[src/rtl/eep_pkg.sv]
// Package for the data EEPROM program control block.
// Assumes a single 125 MHz core clock and a byte-wide data space bus.
package eep_pkg;
    // Control register location and reset value.
    localparam logic [7:0] ADDR_CTRL = 8'hDF;
    localparam logic [7:0] CTRL_RESET = 8'h00;
    // Control register bit positions.
    localparam int BIT_ENABLE = 0;
    localparam int BIT_BUSY = 1;
    localparam int BIT_ROW_WRITE_MODE = 2;
    localparam int BIT_PSTART = 3;
    localparam int BIT_STANDBY = 6;
    // EEPROM window in data space: 00h..3Fh, two pages.
    localparam logic [7:0] WINDOW_END = 8'h40;
    localparam logic [7:0] ERASED = 8'hFF;
    localparam logic [7:0] READ_MISS = 8'h00;
    // Row geometry: eight bytes per row.
    localparam int ROW_BYTES = 8;
    localparam int ROWS = 16;
    // Programming time of one cycle and its length in core clocks.
    localparam int PROG_TIME_US = 5000;
    localparam int CLK_MHZ = 125;
    localparam int PROG_CYCLES = PROG_TIME_US * CLK_MHZ;
    localparam int CNT_W = 20;
endpackage : eep_pkg

[src/rtl/eep_if.sv]
// Interface between the control logic and the EEPROM cell array.
// Assumes both ends run on the same core clock.
`timescale 1ns/1ps
interface eep_if;
    logic start; // One-cycle request to program the staged row.
    logic [3:0] row; // Row address of the staged bytes.
    logic [7:0] mask; // One bit per loaded byte of the row.
    logic [63:0] data; // Eight staged bytes, byte 0 in the low bits.
    logic standby; // Array powered down.
    logic [6:0] rd_addr; // Read address into the array.
    logic [7:0] rd_data; // Read data from the array.
    logic busy; // Programming in progress.
    logic done; // One-cycle pulse when programming ends.
    modport ctrl (output start, row, mask, data, standby, rd_addr,
                  input rd_data, busy, done);
    modport arr (input start, row, mask, data, standby, rd_addr,
                 output rd_data, busy, done);
endinterface : eep_if

[src/rtl/eep_array.sv]
// EEPROM cell array with its programming timer.
// Assumes start is a one-cycle pulse raised only while not busy.
`timescale 1ns/1ps
module eep_array #(
    parameter int PROG_CYCLES = eep_pkg::PROG_CYCLES
) (
    // Clock and reset.
    input wire logic clk,
    input wire logic rst_n,
    // Control side.
    eep_if.arr bus
);
    logic [7:0] mem_q [0:127]; // Nonvolatile cells.
    logic [eep_pkg::CNT_W-1:0] cnt_q; // Remaining programming cycles.
    logic busy_q; // Timer running.
    logic done_q; // End pulse.
    logic [3:0] row_q; // Row being programmed.
    logic [7:0] mask_q; // Bytes being programmed.
    logic [63:0] data_q; // Data being programmed.

    // Busy shows in the very cycle of the start so no access slips in, and it
    // also covers the end pulse so that no access meets the end of programming.
    assign bus.busy = busy_q | bus.start | done_q;
    assign bus.done = done_q;
    // Reads return nothing useful while powered down.
    assign bus.rd_data = bus.standby ? eep_pkg::READ_MISS : mem_q[bus.rd_addr];

    // Timer: load on start, count down, pulse done at the end.
    always_ff @(posedge clk or negedge rst_n) begin
        if (!rst_n) begin
            cnt_q <= '0;
            busy_q <= 1'b0;
            done_q <= 1'b0;
            row_q <= '0;
            mask_q <= '0;
            data_q <= '0;
        end else begin
            done_q <= 1'b0;
            if (bus.start && !busy_q) begin
                cnt_q <= eep_pkg::CNT_W'(PROG_CYCLES - 1);
                busy_q <= 1'b1;
                row_q <= bus.row;
                mask_q <= bus.mask;
                data_q <= bus.data;
            end else if (busy_q) begin
                if (cnt_q == '0) begin
                    busy_q <= 1'b0;
                    done_q <= 1'b1;
                end else begin
                    cnt_q <= cnt_q - 1'b1;
                end
            end
        end
    end

    // Cells: erased at reset, only loaded bytes change at the end.
    always_ff @(posedge clk or negedge rst_n) begin
        if (!rst_n) begin
            for (int i = 0; i < 128; i++) begin
                mem_q[i] <= eep_pkg::ERASED;
            end
        end else if (busy_q && cnt_q == '0) begin
            for (int b = 0; b < eep_pkg::ROW_BYTES; b++) begin
                if (mask_q[b]) begin
                    mem_q[{row_q, 3'(b)}] <= data_q[8*b +: 8];
                end
            end
        end
    end
endmodule : eep_array

[src/rtl/eep_ctrl.sv]
// Data EEPROM program control: control register, row latches, access gating.
// Assumes the core drives addr, wdata and the strobes from the same clock,
// and that the bank register outside supplies the one-hot page select.
`timescale 1ns/1ps
// Function
// - Control register at DFh, reset 00h.
// - Standby bit disables access, minimum power.
// - Bit 7 does nothing.
// - Start bit programs the latched row.
// - Start bit clears itself at end.
// - Only loaded row bytes are programmed.
// - Mode bit lets eight row writes latch.
// - Row is A7..A3, byte is A2..A0; the code takes the row from page_sel[1] and A5..A3.
// - Mode bit clears at end of programming.
// - Clearing mode before start abandons row.
// - Busy flag follows programming cycle.
// - Accesses during busy are aborted.
// - Writes with enable low do nothing; in row mode the code still loads them into the row latches.
// - Unprogrammed bytes read FFh.
// - Busy blocks control writes, busy readable.
// - Mode set clears latches, latches row.
// - Start needs enable and mode set.
module eep_ctrl #(
    parameter int PROG_CYCLES = eep_pkg::PROG_CYCLES
) (
    // Clock and reset.
    input wire logic ref_clk,
    input wire logic rst_n,
    // Core data space bus.
    input wire logic [7:0] addr,
    input wire logic [7:0] wdata,
    input wire logic wr,
    input wire logic rd,
    output logic [7:0] rdata,
    // Bank select from the bank register: bit 0 page 0, bit 1 page 1.
    input wire logic [1:0] page_sel
);
    // Reset synchroniser. Only the second flop feeds the logic, so a release
    // that lands near a clock edge cannot leave half of the block in reset.
    logic rst_m_q; // First reset flop.
    logic rst_sync_n; // Released reset used everywhere.
    // Stored control bits. The busy flag is not among them: it is read straight
    // from the array, so it can never disagree with the programming timer.
    logic enable_q; // Programming enable.
    logic standby_q; // Standby select.
    logic row_write_mode_q; // Parallel mode enable.
    logic pstart_q; // Parallel start.
    // Staging toward the array. The latches are volatile and are only handed
    // over together with the start pulse.
    logic start_q; // Start pulse to the array.
    logic row_valid_q; // Row address has been latched.
    logic [3:0] row_q; // Latched row.
    logic [7:0] mask_q; // Loaded bytes of the row.
    logic [63:0] lat_q; // Volatile row latches.
    logic [7:0] rdata_q; // Read data register.
    // Decoded strobes. The accepted strobes already carry the window, busy and standby refusals, so
    // the processes below only add the enable low and foreign-row refusals and order the cases.
    logic busy; // Programming in progress.
    logic done; // Programming ended.
    logic ctl_wr; // Accepted control register write.
    logic ctl_hit; // Control register addressed.
    logic eep_wr; // Accepted EEPROM write.
    logic eep_rd; // Accepted EEPROM read.
    logic [6:0] eep_idx; // EEPROM byte index.
    logic go; // Written value asks for a parallel start.

    // The cell array sits behind one interface bundle; it keeps its own timer
    // so that the control side needs no knowledge of the programming time.
    eep_if link ();

    // The array runs from the released reset too, so it never leaves reset
    // before the control bits that drive it.
    eep_array #(
        .PROG_CYCLES(PROG_CYCLES)
    ) u_array (
        .clk(ref_clk),
        .rst_n(rst_sync_n),
        .bus(link)
    );

    // Release reset through two flops; assertion stays asynchronous.
    // The first usable edge is the third rising edge after the pin rises;
    // a request before it is lost without trace.
    always_ff @(posedge ref_clk or negedge rst_n) begin
        if (!rst_n) begin
            rst_m_q <= 1'b0;
            rst_sync_n <= 1'b0;
        end else begin
            rst_m_q <= 1'b1;
            rst_sync_n <= rst_m_q;
        end
    end

    // EEPROM window hit: low 64 bytes with exactly one page selected.
    // With no page or two pages selected nothing answers, which keeps a bad
    // bank setting from writing two halves of the array at once.
    function automatic logic eep_hit(input logic [7:0] a, input logic [1:0] p);
        eep_hit = (a < eep_pkg::WINDOW_END) && (p == 2'b01 || p == 2'b10);
    endfunction : eep_hit

    // Busy covers the start pulse, the whole timer run and the end cycle, so
    // no write can meet the end of programming and be silently dropped.
    // The end pulse therefore always falls inside busy.
    assign busy = link.busy;
    assign done = link.done;
    assign eep_idx = {page_sel[1], addr[5:0]};
    assign ctl_hit = (addr == eep_pkg::ADDR_CTRL);
    // Control writes are locked out for the whole programming cycle.
    // A write in that time is lost; software is expected to poll first.
    assign ctl_wr = wr && ctl_hit && !busy;
    // Accesses in standby or during programming are dropped.
    // A dropped access leaves no trace apart from the read value.
    assign eep_wr = wr && eep_hit(addr, page_sel) && !busy && !standby_q;
    assign eep_rd = rd && eep_hit(addr, page_sel) && !busy && !standby_q;
    // Start only when enable and mode are both written set.
    // All three bits must arrive in one write, which is how software is
    // expected to give the start in any case.
    assign go = wdata[eep_pkg::BIT_PSTART] && wdata[eep_pkg::BIT_ENABLE]
                && wdata[eep_pkg::BIT_ROW_WRITE_MODE];

    // Array side. The read address follows the bus directly; the array read is
    // asynchronous and the result is registered below.
    assign link.rd_addr = eep_idx;
    assign link.standby = standby_q;
    assign link.start = start_q;
    assign link.row = row_q;
    assign link.mask = mask_q;
    assign link.data = lat_q;
    assign rdata = rdata_q;

    // Control bits. Bits 7, 5 and 4 are not stored at all.
    // The end of programming takes precedence over a write; both cannot meet,
    // since writes are refused for as long as busy stands.
    always_ff @(posedge ref_clk or negedge rst_sync_n) begin
        if (!rst_sync_n) begin
            enable_q <= eep_pkg::CTRL_RESET[eep_pkg::BIT_ENABLE];
            standby_q <= eep_pkg::CTRL_RESET[eep_pkg::BIT_STANDBY];
            row_write_mode_q <= eep_pkg::CTRL_RESET[eep_pkg::BIT_ROW_WRITE_MODE];
            pstart_q <= eep_pkg::CTRL_RESET[eep_pkg::BIT_PSTART];
        end else if (done) begin
            pstart_q <= 1'b0;
            row_write_mode_q <= 1'b0;
        end else if (ctl_wr) begin
            enable_q <= wdata[eep_pkg::BIT_ENABLE];
            standby_q <= wdata[eep_pkg::BIT_STANDBY];
            row_write_mode_q <= wdata[eep_pkg::BIT_ROW_WRITE_MODE];
            pstart_q <= go;
        end
    end

    // Start pulse: parallel start from the register, or a byte write.
    // The pulse is registered so that the latches written on the same edge
    // are settled when the array takes them one cycle later.
    always_ff @(posedge ref_clk or negedge rst_sync_n) begin
        if (!rst_sync_n) begin
            start_q <= 1'b0;
        end else begin
            start_q <= (ctl_wr && go)
                       || (eep_wr && enable_q && !row_write_mode_q);
        end
    end

    // Row latches. A byte write reuses them as a one-byte row.
    // Sharing the latches saves a separate byte path; the price is that a
    // byte write overwrites one latch, which is harmless because parallel
    // mode always starts again from cleared latches.
    always_ff @(posedge ref_clk or negedge rst_sync_n) begin
        if (!rst_sync_n) begin
            row_valid_q <= 1'b0;
            row_q <= '0;
            mask_q <= '0;
            lat_q <= '0;
        end else if (done) begin
            // The row is free again once programming has ended.
            row_valid_q <= 1'b0;
            mask_q <= '0;
        end else if (ctl_wr && !wdata[eep_pkg::BIT_ROW_WRITE_MODE]) begin
            // Leaving parallel mode discards what was loaded.
            row_valid_q <= 1'b0;
            mask_q <= '0;
        end else if (ctl_wr && !row_write_mode_q) begin
            // Entering parallel mode starts from empty latches.
            row_valid_q <= 1'b0;
            mask_q <= '0;
        end else if (eep_wr && row_write_mode_q && !pstart_q) begin
            // Writes to another row than the latched one are lost.
            // Only the row address is compared; the byte index may repeat.
            if (!row_valid_q || row_q == eep_idx[6:3]) begin
                row_valid_q <= 1'b1;
                row_q <= eep_idx[6:3];
                mask_q[eep_idx[2:0]] <= 1'b1;
                lat_q[8*eep_idx[2:0] +: 8] <= wdata;
            end
        end else if (eep_wr && enable_q && !row_write_mode_q) begin
            // Byte mode stages exactly one byte.
            row_q <= eep_idx[6:3];
            mask_q <= 8'h01 << eep_idx[2:0];
            lat_q[8*eep_idx[2:0] +: 8] <= wdata;
        end
    end

    // Read data. Only the busy flag is visible in the control register.
    // Refused reads return a fixed value rather than stale data, so software
    // that skips the busy poll sees an obviously wrong byte.
    always_ff @(posedge ref_clk or negedge rst_sync_n) begin
        if (!rst_sync_n) begin
            rdata_q <= eep_pkg::CTRL_RESET;
        end else if (rd && ctl_hit) begin
            rdata_q <= 8'(busy) << eep_pkg::BIT_BUSY;
        end else if (eep_rd) begin
            rdata_q <= link.rd_data;
        end else if (rd) begin
            rdata_q <= eep_pkg::READ_MISS;
        end
    end
endmodule : eep_ctrl

[config.mk]
export PLATFORM = sky130hd
export DESIGN_NAME = eep_ctrl
export DESIGN_NICKNAME = d
export VERILOG_FILES = /design/src/rtl/eep_pkg.sv /design/src/rtl/eep_if.sv /design/src/rtl/eep_array.sv /design/src/rtl/eep_ctrl.sv
export SDC_FILE = /design/constraint.sdc
export NUM_CORES = 2
export LEC_CHECK = 0
export ABC_AREA = 0
export BUFFER_PORTS_ARGS = -buffer_cell sky130_fd_sc_hd__buf_4
export CAP_MARGIN = 10
export CORE_ASPECT_RATIO = 0.5
export CORE_MARGIN = 8
export CORE_UTILIZATION = 45
export DETAILED_ROUTE_END_ITERATION = 10
export SYNTH_ARGS = -nofsm -noshare
export SYNTH_HDL_FRONTEND = slang
export SYNTH_HIERARCHICAL = 1
export SYNTH_SLANG_ARGS = --single-unit
[constraint.sdc]
create_clock -name ref_clk -period 48.2 [get_ports ref_clk]
set_input_delay 4.82 -clock ref_clk [delete_from_list [all_inputs] [get_ports ref_clk]]
set_output_delay 4.82 -clock ref_clk [all_outputs]
set_load 0.1 [all_outputs]
==> qor.csv <==
stage,metric,value,unit
outcome,status,completed,
pwr,Sequential Power Share,49.9,%
yosys,YS warnings,6,
setup_path,"Cell Chain, Critical Path",buf_8 -> buf_4 -> buf_4 -> buf_4 -> mux4_2 -> a221oi_1 -> o21ai_0 -> nand3_1 -> nand3_1 -> nand2_1 -> nor2_1 -> a21oi_1 -> a21oi_1,
placed_design,Setup WS pre-CTS,38.40,ns
drt,final antenna-violating net count,0,
clock_tree,hold buffers post-CTS,0,
yosys,"Top FF cell, synth",dfstp_2,
global_route,grt ovf,0,
yosys,post-synthesis average cell area,15.0,sq um
setup_path,Critical Path Start Type,input port,
global_route,initial antenna violation count,21,
timing,Tcrit/Tclk final,18.8,%
yosys,#FFs+latches synth,1214,
placed_design,port buffer count,29,
die,die area,141000,sq um
global_route,vias in the first global route,36200,
drt,DRT iter0 DRCs,3651,
setup_path,CP dominant cell by count,buf_4,
setup_path,worst path buffer plus inverter count,4,
die,row cnt,93,
setup_path,Critical Path AT,9.66,ns
timing,max_slew headroom,2.34,%
timing,post-route setup TNS,0,ns
die,IO Count,30,
pwr,Comb pwr share,6.7,%
yosys,Mapped Nets,3883,
clock_tree,TritonCTS Buffers,113,
timing,Final Max Tran Viols,0,
drt,average wire per standard cell,33.1,microns
drt,Vias,35200,
placed_design,post-DP HPWL,118,mm
timing,clock skew,0.0248,ns
yosys,Post-Syn Instances,3853,
setup_path,"Req. time, crit path",48.81,ns
setup_path,Slowest cell on crit path,buf_4,
worst_hold_path,hold crit path type,flip-flop to flip-flop,
yosys,Unique masters post-synth,75,
placed_design,GPL Wtd Cong,0.908,
clock_tree,H-tree Lvls,3,
pwr,Switching Fraction,25.6,%
flow_run,max-cap violation count,0,
clock_tree,clk sinks,1214,
yosys,number of flops mapped to enable cells by yosys,0,
drt,Routed WL,189,mm
cells_and_area,Final nets,3905,
cells_and_area,area grow syn2layout,10.3,%
clock_tree,# resized after CTS,0,
drt,DRC,0,
clock_tree,Post-CTS Setup Repair Bufs,0,
pwr,worst vdd ir,0.0316,mV
timing,final setup fails,0,
pwr,Switch Pwr,0.545,mW
drt,first drt pass iteration count,6,
timing,RSZ-0062 raised after global routing,false,
setup_path,max incr delay on CP,0.85,ns
clock_tree,clk slew on worst S/H paths,0.06,ns
setup_path,Max Fanout on Critical Path,72,
timing,worst hold slack,0.350,ns
yosys,Syn Std Cell Area,57900,sq um
timing,Worst-Margin Slew,1.46,ns
timing,Fin. Hold Viols,0,
clock_tree,worst skew pair latency,0.75,ns
pwr,Clock power frac,43.4,%
die,Die Span Y,270,microns
pwr,Pint,1.58,mW
pwr,Leak Pwr,27.5,nW
drt,Avg Vias per Cell,6.18,
die,core area,128000,sq um
global_route,first-pass GRT wire length,271,mm
die,Die W,523,microns
yosys,Synth async-reset ratio,100,%
cells_and_area,share of cells above drive strength 1,69.2,%
clock_tree,CTS tree,done,
timing,final worst setup slack,39.15,ns
global_route,largest net degree at the start of global routing,174,
setup_path,Setup CP Type,input port to flip-flop,
die,Initial Util,45.2,%
timing,fmax,111,MHz
clock_tree,Root Driver,clkbuf_16,
timing,Final min period,9.05,ns
pwr,PwrDens,33.3,nW/um^2
setup_path,CP top delay family,buffers and inverters,
global_route,GRT Total Usage,26.4,%
clock_tree,Clock Path Buffers,3,
setup_path,Worst setup EP type,flip-flop,
yosys,sequential share of the synthesized area,54.7,%
power groups by stage:
stage          logic (mW)  clock network (mW)  registers [mW]
4_1_cts             0.143               0.941            1.06
5_1_grt             0.152               0.982            1.06
3_5_place_dp        0.142                   0            1.08
3_3_place_gp        0.140                   0            1.08
2_1_floorplan      0.0647                   0            1.07
6_report            0.144               0.923            1.06
Yosys cell counts (all sizes together), types with 8 or more instances:
cell type	n	share of area [%]
nor2b	20	0.22
mux2	1051	21
mux4	200	7.8
a22oi	88	1.1
xor2	11	0.17
nor2	169	3.3
buf	54	0.62
o21ai	30	0.26
dfstp	1024	47
nor3	24	0.26
dfrtp	190	8.2
a31oi	10	0.11
ha	8	0.17
mux2i	202	3.5
clkbuf	161	1.0
nand3	59	0.53
inv	59	0.38
a21oi	42	0.36
nand2	332	2.4
worst reg2reg max path, stage by stage, from the launching register on:
cell and delay, ns:
dfrtp_4 0.96, buf_4 0.82, buf_12 0.74, buf_4 0.85, buf_4 0.70, buf_4 0.79
cells by family (layout without fill, tap and decap cells):
logic type                 Yosys count  count (layout)  synth area share [%]
DFF                               1214            1214                  54.7
other                                1               5               0.00648
buffers and inverters              274             395                  2.05
and+or+nand+nor                    658             658                  7.44
AOI/OAI and AO/OA                  228             228                  2.73
xor gates and xnor gates            17              17                 0.257
muxes                             1453            1453                  32.6
adders and majority gates            8               8                 0.173
cell usage in the layout (no fill, tap or decap), types with 5 or more instances in the layout:
master,instances
o21ai_0,30
ha_1,8
nor2_1,40
dfrtp_1,180
o221ai_1,6
dfrtp_2,9
nor2_2,59
mux2_2,914
clkbuf_1,30
nand2_2,9
mux2_4,136
xnor2_1,6
a22oi_1,88
mux4_2,200
clkinv_1,6
nand2_1,316
or4_1,5
a41oi_1,6
mux2i_1,202
a21oi_1,42
clkbuf_16,114
buf_4,111
o22ai_1,6
nand2b_1,7
nor2_8,70
dfstp_2,1024
or3_1,7
xor2_1,11
a211oi_1,6
inv_1,58
clkbuf_8,16
a31oi_1,10
bufinv_16,10
nand2_8,7
nor4_1,5
nand3_1,57
nor2b_1,15
clkinv_2,29
a221oi_1,6
nor3_1,21
per-stage QoR:
step / std cells / cell area [sq um] / power (mW) / util [%]
after floorplan: 3853 / 57900 / 1.13 / -
after global placement: 5465 / 60000 / 1.22 / 46.8
after detailed placement: 5466 / 60000 / 1.22 / 46.8
after CTS: 5680 / 63800 / 2.14 / 49.8
after global routing: 5684 / 63800 / 2.19 / 49.8
final: 5688 / 63800 / 2.13 / 49.8
layout make-up:
cell class | instances | area [sq um]
flip-flops and latches | 1214 | 31700
inverters | 59 | 221
multi-input cells | 2365 | 25000
clock inverters | 54 | 566
fillers | 10800 | 64300
well taps | 1710 | 2140
repair buffers | 122 | 993
diodes | 4 | 10.0
clock buffers | 160 | 3190
final timing paths:
path	slack [ns]	depth (start not counted)	endpoint	from
worst max-delay path	39.15	13	rdata[1]$_DFFE_PN0P_	addr[0]
min in group asynchronous	0.44	0	u_array/cnt_q[7]$_DFFE_PN0P_	rst_sync_n$_DFF_PN0_
max in group asynchronous	43.37	5	u_array/mem_q[581]$_DFFE_PN1P_	rst_sync_n$_DFF_PN0_
worst max register to register	43.37	5	u_array/mem_q[581]$_DFFE_PN1P_	rst_sync_n$_DFF_PN0_
worst min register to register	0.35	0	rst_sync_n$_DFF_PN0_	rst_m_q$_DFF_PN0_
worst min-delay path	0.35	0	rst_sync_n$_DFF_PN0_	rst_m_q$_DFF_PN0_
routing by layer:
layer	part of all wire, %	vias to the layer above	global-route usage [%]
li1	-	14100	-
met1	44	19200	38.2
met2	43	1447	38.1
met3	9.5	369	8.02
met4	3.3	6	7.91
met5	0.13	-	1.14
sequential cells by signal (all words and copies together) (netlist names), 4 cells and up:
name / flops
u_array/cnt_q: 20
link.row: 4
u_array/mem_q: 1024
lat_q: 64
u_array/row_q: 4
u_array/data_q: 64
link.mask: 8
u_array/mask_q: 8
rdata: 8
Power figures use the tool's default switching activity.
